===== config.mk =====
export PLATFORM = sky130hd
export DESIGN_NAME = kwi_top
export DESIGN_NICKNAME = d
export VERILOG_FILES = /design/src/inc/kwi_pkg.sv /design/src/logic/kwi_sync.sv /design/src/logic/kwi_top.sv
export SDC_FILE = /design/constraint.sdc
export NUM_CORES = 1
export LEC_CHECK = 0
export BUFFER_PORTS_ARGS = -buffer_cell sky130_fd_sc_hd__buf_2
export CAP_MARGIN = 30
export CORE_MARGIN = 5
export CORE_UTILIZATION = 39
export DETAILED_ROUTE_END_ITERATION = 16
export PLACE_DENSITY = 0.8
export SETUP_SLACK_MARGIN = 0.2
export SLEW_MARGIN = 10
export SYNTH_ARGS = -nofsm -noshare
export SYNTH_HDL_FRONTEND = slang
export SYNTH_SLANG_ARGS = --single-unit

===== constraint.sdc =====
create_clock -name pclk -period 1.88 [get_ports pclk]
set_input_delay 0.094 -clock pclk [delete_from_list [all_inputs] [get_ports pclk]]
set_output_delay 0.094 -clock pclk [all_outputs]
set_load 0.03 [all_outputs]

===== src/inc/kwi_pkg.sv =====
// keypad wake interrupt unit: register map, field layout and reset values
package kwi_pkg;

  // ---------------------------------------------------------------
  // geometry
  // ---------------------------------------------------------------
  localparam int KWI_NUM_PINS = 6;
  localparam int KWI_ADDR_W = 12;
  localparam int KWI_DATA_W = 32;

  // ---------------------------------------------------------------
  // register offsets (byte addresses, one aligned word each)
  // ---------------------------------------------------------------
  localparam logic [KWI_ADDR_W-1:0] KWI_OFF_STATUS_CTRL = 12'h000;
  localparam logic [KWI_ADDR_W-1:0] KWI_OFF_PIN_ENABLE = 12'h004;

  // ---------------------------------------------------------------
  // keypad_status_control_reg fields
  // ---------------------------------------------------------------
  localparam int KWI_SC_SENS_BIT = 0;
  localparam int KWI_SC_MASK_BIT = 1;
  localparam int KWI_SC_ACK_BIT = 2;
  localparam int KWI_SC_PEND_BIT = 3;
  localparam logic [7:0] KWI_SC_RESET = 8'h00;

  // ---------------------------------------------------------------
  // keypad_pin_enable_reg fields
  // ---------------------------------------------------------------
  localparam int KWI_PE_AWU_BIT = 6;
  localparam logic [7:0] KWI_PE_RESET = 8'h00;

  // ---------------------------------------------------------------
  // helpers
  // ---------------------------------------------------------------
  // word-aligned address match, low two bits ignored
  function automatic logic kwi_hit(
    input logic [KWI_ADDR_W-1:0] addr,
    input logic [KWI_ADDR_W-1:0] off
  );
    kwi_hit = (addr[KWI_ADDR_W-1:2] == off[KWI_ADDR_W-1:2]);
  endfunction : kwi_hit

endpackage : kwi_pkg


===== src/logic/kwi_sync.sv =====
// two-flop synchroniser for the keypad pin levels
module kwi_sync #(
  parameter int WIDTH = kwi_pkg::KWI_NUM_PINS
) (
  input wire logic pclk,
  input wire logic presetn,
  input wire logic [WIDTH-1:0] async_in,
  output logic [WIDTH-1:0] sync_out
);

  // ---------------------------------------------------------------
  // synchroniser stages
  // ---------------------------------------------------------------
  logic [WIDTH-1:0] meta;

  // idle pins sit high on their pullups, so reset to ones
  always_ff @(posedge pclk or negedge presetn) begin
    if (!presetn) begin
      meta <= '1;
      sync_out <= '1;
    end else begin
      meta <= async_in;
      sync_out <= meta;
    end
  end

endmodule : kwi_sync


===== src/logic/kwi_top.sv =====
// keypad wake interrupt unit with apb register slave
// What this block does
// - six pins, one enable bit each
// - enabled pin turns its pullup on
// - latch when enabled input falls from all-high
// - edge mode ignores fall while another low
// - level mode holds request while any low
// - level clear needs acknowledge and all high
// - vector fetch or ack write acknowledges
// - falling edge after acknowledge latches again
// - unmasked pending request goes to cpu
// - wake request cleared by ack write only
// - edge mode acknowledge clears immediately
// - reset clears request and sensitivity bit
// - pending flag readable, unmasked, reset clears
// - enable forces input; read needs direction 0
// - mask bit suppresses cpu requests
// - ack bit write-only, reads zero
// - status bits seven to four read zero
// - sensitivity bit covers pins and wake
// - active in wait and stop, wakes cpu
// - break blocks ack write unless clear enabled
// - reset clears all pin enables
//
// Chosen here: register access over APB and the register offsets.
module kwi_top #(
  parameter int NUM_PINS = kwi_pkg::KWI_NUM_PINS,
  parameter int ADDR_W = kwi_pkg::KWI_ADDR_W
) (
  input wire logic pclk,
  input wire logic presetn,
  input wire logic psel,
  input wire logic penable,
  input wire logic pwrite,
  input wire logic [ADDR_W-1:0] paddr,
  input wire logic [31:0] pwdata,
  input wire logic [3:0] pstrb,
  output logic pready,
  output logic [31:0] prdata,
  output logic pslverr,
  input wire logic [NUM_PINS-1:0] pin_level,
  input wire logic [NUM_PINS-1:0] port_direction,
  input wire logic [NUM_PINS-1:0] port_pullup_enable,
  input wire logic vector_fetch,
  input wire logic auto_wake_request,
  input wire logic break_state,
  input wire logic break_clear_enable,
  output logic [NUM_PINS-1:0] pin_pullup_on,
  output logic [NUM_PINS-1:0] pin_force_input,
  output logic [NUM_PINS-1:0] pin_read_enable,
  output logic auto_wake_enable,
  output logic keypad_irq,
  output logic wake_request
);

  // ---------------------------------------------------------------
  // state
  // ---------------------------------------------------------------
  logic [NUM_PINS-1:0] pin_enable_bits;
  logic trigger_sensitivity_sel;
  logic request_mask;
  logic kb_req;
  logic ack_pend;
  logic aw_req;
  logic aw_in_q;
  logic any_low_q;
  logic [NUM_PINS-1:0] pin_sync;

  // ---------------------------------------------------------------
  // pin synchronisation
  // ---------------------------------------------------------------
  // pads change with no relation to pclk; keep detection clean
  kwi_sync #(
    .WIDTH(NUM_PINS)
  ) u_sync (
    .pclk(pclk),
    .presetn(presetn),
    .async_in(pin_level),
    .sync_out(pin_sync)
  );

  // ---------------------------------------------------------------
  // apb decode
  // ---------------------------------------------------------------
  wire hit_sc;
  wire hit_pe;
  wire mapped;
  wire access;
  wire wr_en;
  wire wr_sc;
  wire wr_pe;
  wire rd_setup;

  // zero wait states: prdata is loaded during setup
  assign hit_sc = kwi_pkg::kwi_hit(paddr, kwi_pkg::KWI_OFF_STATUS_CTRL);
  assign hit_pe = kwi_pkg::kwi_hit(paddr, kwi_pkg::KWI_OFF_PIN_ENABLE);
  assign mapped = hit_sc | hit_pe;
  assign access = psel & penable;
  assign pready = 1'b1;
  assign pslverr = access & ~mapped;
  // all fields live in byte lane 0
  assign wr_en = access & pwrite & mapped & pstrb[0];
  assign wr_sc = wr_en & hit_sc;
  assign wr_pe = wr_en & hit_pe;
  assign rd_setup = psel & ~penable & ~pwrite;

  // ---------------------------------------------------------------
  // acknowledge sources
  // ---------------------------------------------------------------
  wire ack_bit;
  wire ack_allowed;
  wire sw_ack;
  wire kb_ack;

  // break state blocks the ack write unless clearing is enabled; vector fetch still clears
  assign ack_bit = pwdata[kwi_pkg::KWI_SC_ACK_BIT];
  assign ack_allowed = ~break_state | break_clear_enable;
  assign sw_ack = wr_sc & ack_bit & ack_allowed;
  assign kb_ack = sw_ack | vector_fetch;

  // ---------------------------------------------------------------
  // keypad request detection
  // ---------------------------------------------------------------
  wire [NUM_PINS-1:0] low_enabled;
  wire any_low;
  wire kb_edge;
  wire kb_clear;
  wire next_kb_req;
  wire next_ack_pend;

  // only enabled pins take part; a low on a disabled pin is ignored
  assign low_enabled = pin_enable_bits & ~pin_sync;
  assign any_low = |low_enabled;
  // fall counts only when every enabled input was high before
  assign kb_edge = any_low & ~any_low_q;
  // level mode waits for all inputs high, ack may come first
  assign kb_clear = trigger_sensitivity_sel ?
                    ((kb_ack | ack_pend) & ~any_low) :
                    kb_ack;
  // set wins over a clear in the same cycle; level mode also sets
  // from a plain low, so switching to level with a key held still
  // raises the request
  assign next_kb_req = kb_edge | (trigger_sensitivity_sel & any_low) |
                       (kb_req & ~kb_clear);
  assign next_ack_pend = ~kb_edge & kb_req & ~kb_clear &
                         (ack_pend | kb_ack);

  // ---------------------------------------------------------------
  // auto wake request path
  // ---------------------------------------------------------------
  wire aw_edge;
  wire aw_clear;
  wire next_aw_req;

  // wake source sits on pclk already, no synchroniser needed
  assign aw_edge = auto_wake_request & ~aw_in_q;
  // vector fetch never clears it; level mode needs input gone
  assign aw_clear = sw_ack &
                    (~trigger_sensitivity_sel | ~auto_wake_request);
  // level mode treats a standing wake input like a held key
  assign next_aw_req = aw_edge |
                       (trigger_sensitivity_sel & auto_wake_request) |
                       (aw_req & ~aw_clear);

  // ---------------------------------------------------------------
  // request latches
  // ---------------------------------------------------------------
  // no clock gating here so the latch runs in wait and stop
  always_ff @(posedge pclk or negedge presetn) begin
    if (!presetn) begin
      kb_req <= 1'b0;
      ack_pend <= 1'b0;
      aw_req <= 1'b0;
      aw_in_q <= 1'b0;
      any_low_q <= 1'b0;
    end else begin
      kb_req <= next_kb_req;
      ack_pend <= next_ack_pend;
      aw_req <= next_aw_req;
      aw_in_q <= auto_wake_request;
      any_low_q <= any_low;
    end
  end

  // ---------------------------------------------------------------
  // control registers
  // ---------------------------------------------------------------
  // mode and mask share the ack write; ack itself is not stored
  always_ff @(posedge pclk or negedge presetn) begin
    if (!presetn) begin
      trigger_sensitivity_sel <= kwi_pkg::KWI_SC_RESET[
        kwi_pkg::KWI_SC_SENS_BIT];
      request_mask <= kwi_pkg::KWI_SC_RESET[
        kwi_pkg::KWI_SC_MASK_BIT];
    end else if (wr_sc) begin
      trigger_sensitivity_sel <= pwdata[kwi_pkg::KWI_SC_SENS_BIT];
      request_mask <= pwdata[kwi_pkg::KWI_SC_MASK_BIT];
    end
  end

  // pin enables and the wake enable bit
  always_ff @(posedge pclk or negedge presetn) begin
    if (!presetn) begin
      pin_enable_bits <= kwi_pkg::KWI_PE_RESET[NUM_PINS-1:0];
      auto_wake_enable <= kwi_pkg::KWI_PE_RESET[
        kwi_pkg::KWI_PE_AWU_BIT];
    end else if (wr_pe) begin
      pin_enable_bits <= pwdata[NUM_PINS-1:0];
      auto_wake_enable <= pwdata[kwi_pkg::KWI_PE_AWU_BIT];
    end
  end

  // ---------------------------------------------------------------
  // read data
  // ---------------------------------------------------------------
  wire pending_flag;
  wire [7:0] sc_byte;
  wire [7:0] pe_byte;
  wire [31:0] next_prdata;

  // pending flag ignores the mask so polling works
  assign pending_flag = kb_req | aw_req;
  // ack reads zero, upper nibble reads zero
  assign sc_byte = {4'h0, pending_flag, 1'b0, request_mask,
                    trigger_sensitivity_sel};
  assign pe_byte = 8'(pin_enable_bits) |
                   (8'(auto_wake_enable) << kwi_pkg::KWI_PE_AWU_BIT);
  assign next_prdata = hit_sc ? {24'h000000, sc_byte} :
                       hit_pe ? {24'h000000, pe_byte} :
                       32'h00000000;

  // captured in setup so the access phase answers at once
  always_ff @(posedge pclk or negedge presetn) begin
    if (!presetn) begin
      prdata <= 32'h00000000;
    end else if (rd_setup) begin
      prdata <= next_prdata;
    end
  end

  // ---------------------------------------------------------------
  // outputs to cpu and port
  // ---------------------------------------------------------------
  // one request line serves both interrupt and wakeup
  assign keypad_irq = pending_flag & ~request_mask;
  assign wake_request = pending_flag & ~request_mask;
  // enable overrides the port pullup setting
  assign pin_pullup_on = pin_enable_bits | port_pullup_enable;
  // enable overrides direction, but reads still need direction 0
  assign pin_force_input = pin_enable_bits;
  assign pin_read_enable = ~port_direction;

  // ---------------------------------------------------------------
  // assertions
  // ---------------------------------------------------------------
  property p_edge_sets;
    @(posedge pclk) disable iff (!presetn)
    (any_low && !any_low_q) |=> kb_req;
  endproperty
  a_edge_sets: assert property (p_edge_sets)
    else $error("falling edge did not latch request");

  property p_edge_blocked;
    @(posedge pclk) disable iff (!presetn)
    (!trigger_sensitivity_sel && any_low_q && !kb_req) |=> !kb_req;
  endproperty
  a_edge_blocked: assert property (p_edge_blocked)
    else $error("request latched while an input was low");

  property p_level_hold;
    @(posedge pclk) disable iff (!presetn)
    (trigger_sensitivity_sel && kb_req && any_low) |=> kb_req;
  endproperty
  a_level_hold: assert property (p_level_hold)
    else $error("level request dropped while input low");

  property p_level_set;
    @(posedge pclk) disable iff (!presetn)
    (trigger_sensitivity_sel && any_low) |=> kb_req;
  endproperty
  a_level_set: assert property (p_level_set)
    else $error("low input in level mode left no request");

  property p_level_clear;
    @(posedge pclk) disable iff (!presetn)
    (trigger_sensitivity_sel && kb_req && !any_low && !any_low_q &&
     (ack_pend || kb_ack)) |=> !kb_req;
  endproperty
  a_level_clear: assert property (p_level_clear)
    else $error("level request not cleared after ack and high");

  property p_edge_ack;
    @(posedge pclk) disable iff (!presetn)
    (!trigger_sensitivity_sel && kb_ack && !kb_edge) |=> !kb_req;
  endproperty
  a_edge_ack: assert property (p_edge_ack)
    else $error("edge mode ack did not clear request");

  property p_ack_then_edge;
    @(posedge pclk) disable iff (!presetn)
    (kb_ack && kb_edge) |=> kb_req;
  endproperty
  a_ack_then_edge: assert property (p_ack_then_edge)
    else $error("new edge lost against acknowledge");

  property p_fetch_keeps_wake;
    @(posedge pclk) disable iff (!presetn)
    (aw_req && vector_fetch && !wr_sc) |=> aw_req;
  endproperty
  a_fetch_keeps_wake: assert property (p_fetch_keeps_wake)
    else $error("vector fetch cleared wake request");

  property p_mask;
    @(posedge pclk) disable iff (!presetn)
    $rose(request_mask) |-> !keypad_irq && !wake_request;
  endproperty
  a_mask: assert property (p_mask)
    else $error("masked request reached cpu");

  property p_irq_follows;
    @(posedge pclk) disable iff (!presetn)
    (kb_edge && !request_mask && !wr_sc) |=> keypad_irq;
  endproperty
  a_irq_follows: assert property (p_irq_follows)
    else $error("unmasked request not presented");

  property p_break_lock;
    @(posedge pclk) disable iff (!presetn)
    (break_state && !break_clear_enable && !vector_fetch &&
     kb_req && !trigger_sensitivity_sel) |=> kb_req;
  endproperty
  a_break_lock: assert property (p_break_lock)
    else $error("ack write cleared latch during break");

  property p_ack_reads_zero;
    @(posedge pclk) disable iff (!presetn)
    (rd_setup && hit_sc) |=>
      (prdata[kwi_pkg::KWI_SC_ACK_BIT] == 1'b0) &&
      (prdata[7:4] == 4'h0);
  endproperty
  a_ack_reads_zero: assert property (p_ack_reads_zero)
    else $error("ack or unused bits read nonzero");

  property p_pend_flag;
    @(posedge pclk) disable iff (!presetn)
    (rd_setup && hit_sc && (kb_req || aw_req)) |=>
      prdata[kwi_pkg::KWI_SC_PEND_BIT];
  endproperty
  a_pend_flag: assert property (p_pend_flag)
    else $error("pending flag not readable");

endmodule : kwi_top


=== Yosys cells after proc, flatten, opt, wreduce, memory -nomap -nowiden ===
Cells that the tools add are included.
W data, S select, Z words.

* Input bits: 75
* Word-level logic and storage cells: 69
* Register bits after elaboration: 58
* Output and inout port bits: 55

* Reductions and logical operators: 2
* Bitwise logic cells: 51
* Eq/ne operators: 1
* Mux-type cells: 3

{| class="wikitable"
|+ Operator list
! kind !! number
|-
| $and A1 B1 Y1 || 23
|-
| $mux W7 || 2
|-
| $not A1 Y1 || 13
|-
| $not A6 Y6 || 2
|-
| $eq A10 B1 Y1 const B || 1
|-
| $logic_not A10 Y1 || 1
|-
| $or A1 B1 Y1 || 10
|-
| $or A6 B7 Y7 || 1
|-
| $and A6 B6 Y6 || 1
|-
| $or A6 B6 Y6 || 1
|-
| $reduce_or A6 Y1 || 1
|-
| $mux W1 || 1
|}

=== Longest topological paths before layout ===
* Depth in word-level cells: 14
* Mapped depth: 5
* Depth with buffers taken out: 5

=== Cells and area by module ===
From an unflattened synthesis, not the netlist that was laid out.

* Cells, all modules: 140
* Area total of the unflattened synthesis: 1589.0 um2

{| class="wikitable"
|+ By module, submodules not included
! module !! seq. area each (um2) !! area each (um2) !! cells each !! times used
|-
| kwi_top || 525.5 || 1273.7 || 128 || 1
|-
| kwi_sync || 315.3 || 315.3 || 12 || 1
|}

=== Least setup slack after synthesis ===
OpenSTA, ideal clock, no wires.

* Kind: register to register
* From: register pin_enable_bits[0], in the netlist pin_force_input[0]
* To: register ack_pend
* Stages on the path, launching flop included: 6
* Library setup time: 0.120 ns
* Slack: 0.326 ns
* Data required time: 1.760 ns
* Period minus slack after synthesis: 1.554 ns
* Data arrival time: 1.433 ns
* Path buffers: 0
* Path through: dfrtp_1 inv_1 o22ai_1 nor3_1 mux2i_1 a41o_1

* Cells in the longest elaborated chain, start to end: 8
* Elaborated cells on any way between the ends: 11
* Classes of those cells: mux: 1; bitwise: 9; reduce/logical: 1

{| class="wikitable"
|+ RTL lines
! item !! line !! RTL
|-
| from (decl) || kwi_top.sv:59 || <nowiki>logic [NUM_PINS-1:0] pin_enable_bits;</nowiki>
|-
| from (signal assigned) || kwi_top.sv:204 || <nowiki>pin_enable_bits <= kwi_pkg::KWI_PE_RESET[NUM_PINS-1:0];</nowiki>
|-
| from (signal assigned) || kwi_top.sv:208 || <nowiki>pin_enable_bits <= pwdata[NUM_PINS-1:0];</nowiki>
|-
| $and A6 B6 Y6 * || kwi_top.sv:132 || <nowiki>assign low_enabled = pin_enable_bits & ~pin_sync;</nowiki>
|-
| $reduce_or A6 Y1 * || kwi_top.sv:133 || <nowiki>assign any_low = |low_enabled;</nowiki>
|-
| $not A1 Y1 || kwi_top.sv:138 || <nowiki>((kb_ack | ack_pend) & ~any_low) :</nowiki>
|-
| $and A1 B1 Y1 || kwi_top.sv:138 ||
|-
| $mux W1 || kwi_top.sv:137 || <nowiki>assign kb_clear = trigger_sensitivity_sel ?</nowiki>
|-
| $not A1 Y1 || kwi_top.sv:145 || <nowiki>assign next_ack_pend = ~kb_edge & kb_req & ~kb_clear &</nowiki>
|-
| $and A1 B1 Y1 * (2 in a row) || kwi_top.sv:145 ||
|-
| net next_ack_pend || kwi_top.sv:129 || <nowiki>wire next_ack_pend;</nowiki>
|-
| to (signal assigned) || kwi_top.sv:178 || <nowiki>ack_pend <= next_ack_pend;</nowiki>
|-
| to (decl) || kwi_top.sv:63 || <nowiki>logic ack_pend;</nowiki>
|}

Mark *: on every way through the listed nets, which the timed path passes. The rest lies on a longest branch.
A chain may end at the register's enable or synchronous reset.

=== Worst setup path after layout ===
Ends and elaborated chain as after synthesis.

==> impl_metrics.csv <==
group,metric,value,unit
synthesis,ys_seq_area_frac,0.526,
sta,fin_worst_skew,5.68,ps
worst_setup_path,worstPathRequired,2050,ps
synthesis,synth-edff-count,0,
pwr,power_density,750,mW/mm^2
sta,worstMarginPinSlew,688,ps
global_route,grtUsageTotal,0.124,
sta,drv_slew,0,
synthesis,ys_types,31,
min_path,hold_path.class,"input pin to flop",
worst_setup_path,critPathSlowestCell,"dfrtp_1",
worst_setup_path,cp.depth,6,
layout,nFillCells,357,
clock_network,ctsHoldBuffers,8,
synthesis,syn-instance-count,140,
floorplan,die_w,74.0,um
worst_setup_path,max_stage_delay,440,ps
floorplan,io_pins,130,
floorplan,die_area,0.00548,sq mm
worst_setup_path,end_kind,"flop",
worst_setup_path,crit_buf_inv,2,
worst_setup_path,critPathLaunchType,"flop",
floorplan,fp.dieH,74.0,um
drt,drtPass1Iterations,2,
worst_setup_path,cp_top_family,"flip-flops",
run,cap_violations,0,
synthesis,synth_flop_cell,"dfrtp_1",
sta,final.setup.tns,0,ps
drt,via_per_inst,4.24,
placed_design,place_congestion,0.776,
synthesis,syn_area_per_cell,11.4,sq um
layout,syn2layout_area_growth,31.5,%
layout,drive_gt1_frac,0.493,
pwr,vdd_drop_max,0.497,mV
drt,routedWlPerCell,12.1,um
drt,drt_wl_total,3340,um
global_route,grt_pass1_vias,1156,
global_route,grt_max_degree,34,
clock_network,postCtsSetupRepairBufs,0,
outcome,status,"completed",
sta,final-hold-violation-count,0,
layout,nNetsFinal,299,
layout,final_common_cell,"buf_2",
worst_setup_path,cp_data_arrival_time,1520,ps
clock_network,cts_resized,0,
worst_setup_path,r2r_cells,6,
worst_setup_path,critical_path_class,"flop to flop",
sta,rsz0062_at_grt,"false",
clock_network,cts.sinks,33,
worst_setup_path,crit_chain,"inv_1 > o22ai_1 > nor3_1 > buf_4 > mux2i_1 > a41o_1",
drt,drt_iter0_markers,38,
layout,final_cell_mix,"buf_2 (73), conb_1 (26), dfrtp_1 (21)",
drt,drc,0,
sta,hold_slack,39.5,ps
worst_setup_path,crit_fanout,5,
sta,fmax,739,MHz
drt,num_vias,1167,
floorplan,initial_core_util,0.400,
sta,min_period_over_period,0.720,
clock_network,cts_tree,"done",
global_route,grt-ovfl-total,0,
placed_design,hpwl,2660,um
synthesis,synth_async_sr_flop_share,1.00,
clock_network,clkLatencyLatePin,280,ps
clock_network,ctsRootBufferMaster,"clkbuf_8",
clock_network,clock_path_buffers,2,
global_route,antenna_found_initial,0,
synthesis,netlist_area,0.00160,sq mm
clock_network,cts.htree.levels,2,
floorplan,row_count,23,
min_path,hold_depth,2,
floorplan,core-area,0.00400,sq mm
clock_network,clk_pin_slew,70,ps
global_route,grt_pass1_wl,5150,um
sta,min_period,1350,ps
drt,antenna_left,0,
sta,setup_viol,0,
sta,maxSlewHeadroom,0.542,
placed_design,port_buffers,73,
clock_network,cts_buffers,5,
layout,antennaDiodeCount,0,
synthesis,yosys_warnings,0,
synthesis,ys_seq_elements,33,
pwr,p_leak,1.16,nW
==> sequential cells by signal (all words and copies together) (netlist names) <==
signal,flops
ack_pend,1
any_low_q,1
auto_wake_enable,1
aw_in_q,1
aw_req,1
kb_req,1
pin_force_input,6
prdata,7
request_mask,1
trigger_sensitivity_sel,1
u_sync.meta,6
u_sync.sync_out,6
==> final timing paths <==
kind                                                      from  slack (ps)                              to
max in group asynchronous                              presetn        1040           prdata[1]$_DFFE_PN0P_
worst max register to register  pin_force_input[0]$_DFFE_PN0P_         530              ack_pend$_DFF_PN0_
worst min register to register        u_sync.meta[2]$_DFF_PN1_         360    u_sync.sync_out[2]$_DFF_PN1_
worst max-delay path            pin_force_input[0]$_DFFE_PN0P_         530              ack_pend$_DFF_PN0_
min in group asynchronous                              presetn         390    auto_wake_enable$_DFFE_PN0P_
worst min-delay path                                 pwdata[5]          40  pin_force_input[5]$_DFFE_PN0P_
==> cells by family (layout without fill, tap and decap cells) <==
family	after synthesis	in the layout	share of synthesized area
and+or+nand+nor	27	27	0.105
muxes	12	12	0.0986
other	2	26	0.00470
buffers and inverters	48	109	0.181
DFF	33	33	0.526
AOI/OAI and AO/OA	18	18	0.0853
==> power by group <==
group / internal [mW] / switching (mW) / total, mW / leakage (nW)
Sequential: 0.736 / 0.00475 / 0.740 / 0.412
Combinational: 0.0663 / 0.151 / 0.218 / 0.694
Clock: 0.378 / 0.240 / 0.618 / 0.0566
==> cells in the mapped netlist (all sizes together) (3+ instances only) <==
cell,n,area (sq um)
nand2,5,18.8
o22ai,3,18.8
inv,18,67.6
mux2,9,128
dfstp,12,315
mux2i,3,30.0
buf,28,214
or2,6,37.5
nor3,4,20.0
nor2,5,18.8
o31ai,3,22.5
a22o,4,35.0
dfrtp,21,526
==> layer usage <==
metal  wire (um)  global-route usage  up-vias
met3         268              0.0459        8
met4          78              0.0604        0
met5           0                   0        -
li1            -                   -      578
met2        1750               0.215       47
met1        1240               0.133      534
==> layout make-up <==
cell class,count,area [sq um],area share
inverters,18,67.6,0.0321
flip-flops and latches,33,841,0.400
multi-input cells,83,559,0.266
well taps,50,62.6,0.0298
repair buffers,83,460,0.219
clock buffers,8,111,0.0530
==> metrics by stage <==
| stage | cell area [sq um] | worst slack, ps | std cells | total power [mW] | utilization |
|---|---|---|---|---|---|
| floorplan | 1690 | 326 | 164 | 0.921 | - |
| global placement | 1910 | 245 | 259 | 0.953 | 0.478 |
| detailed placement | 1910 | 235 | 259 | 0.958 | 0.478 |
| CTS | 2100 | 501 | 275 | 1.60 | 0.525 |
| global route | 2100 | 390 | 275 | 1.65 | 0.525 |
| finish | 2100 | 527 | 275 | 1.58 | 0.525 |
==> worst reg2reg max path: cells and delay by family, from the launching register on <==
kind	cells	cell delay, ps
DFF	1	440
muxes	1	70
AOI/OAI and AO/OA	2	320
and+or+nand+nor	1	180
buffers and inverters	2	240
No activity file was read; power rests on OpenSTA's default activity.
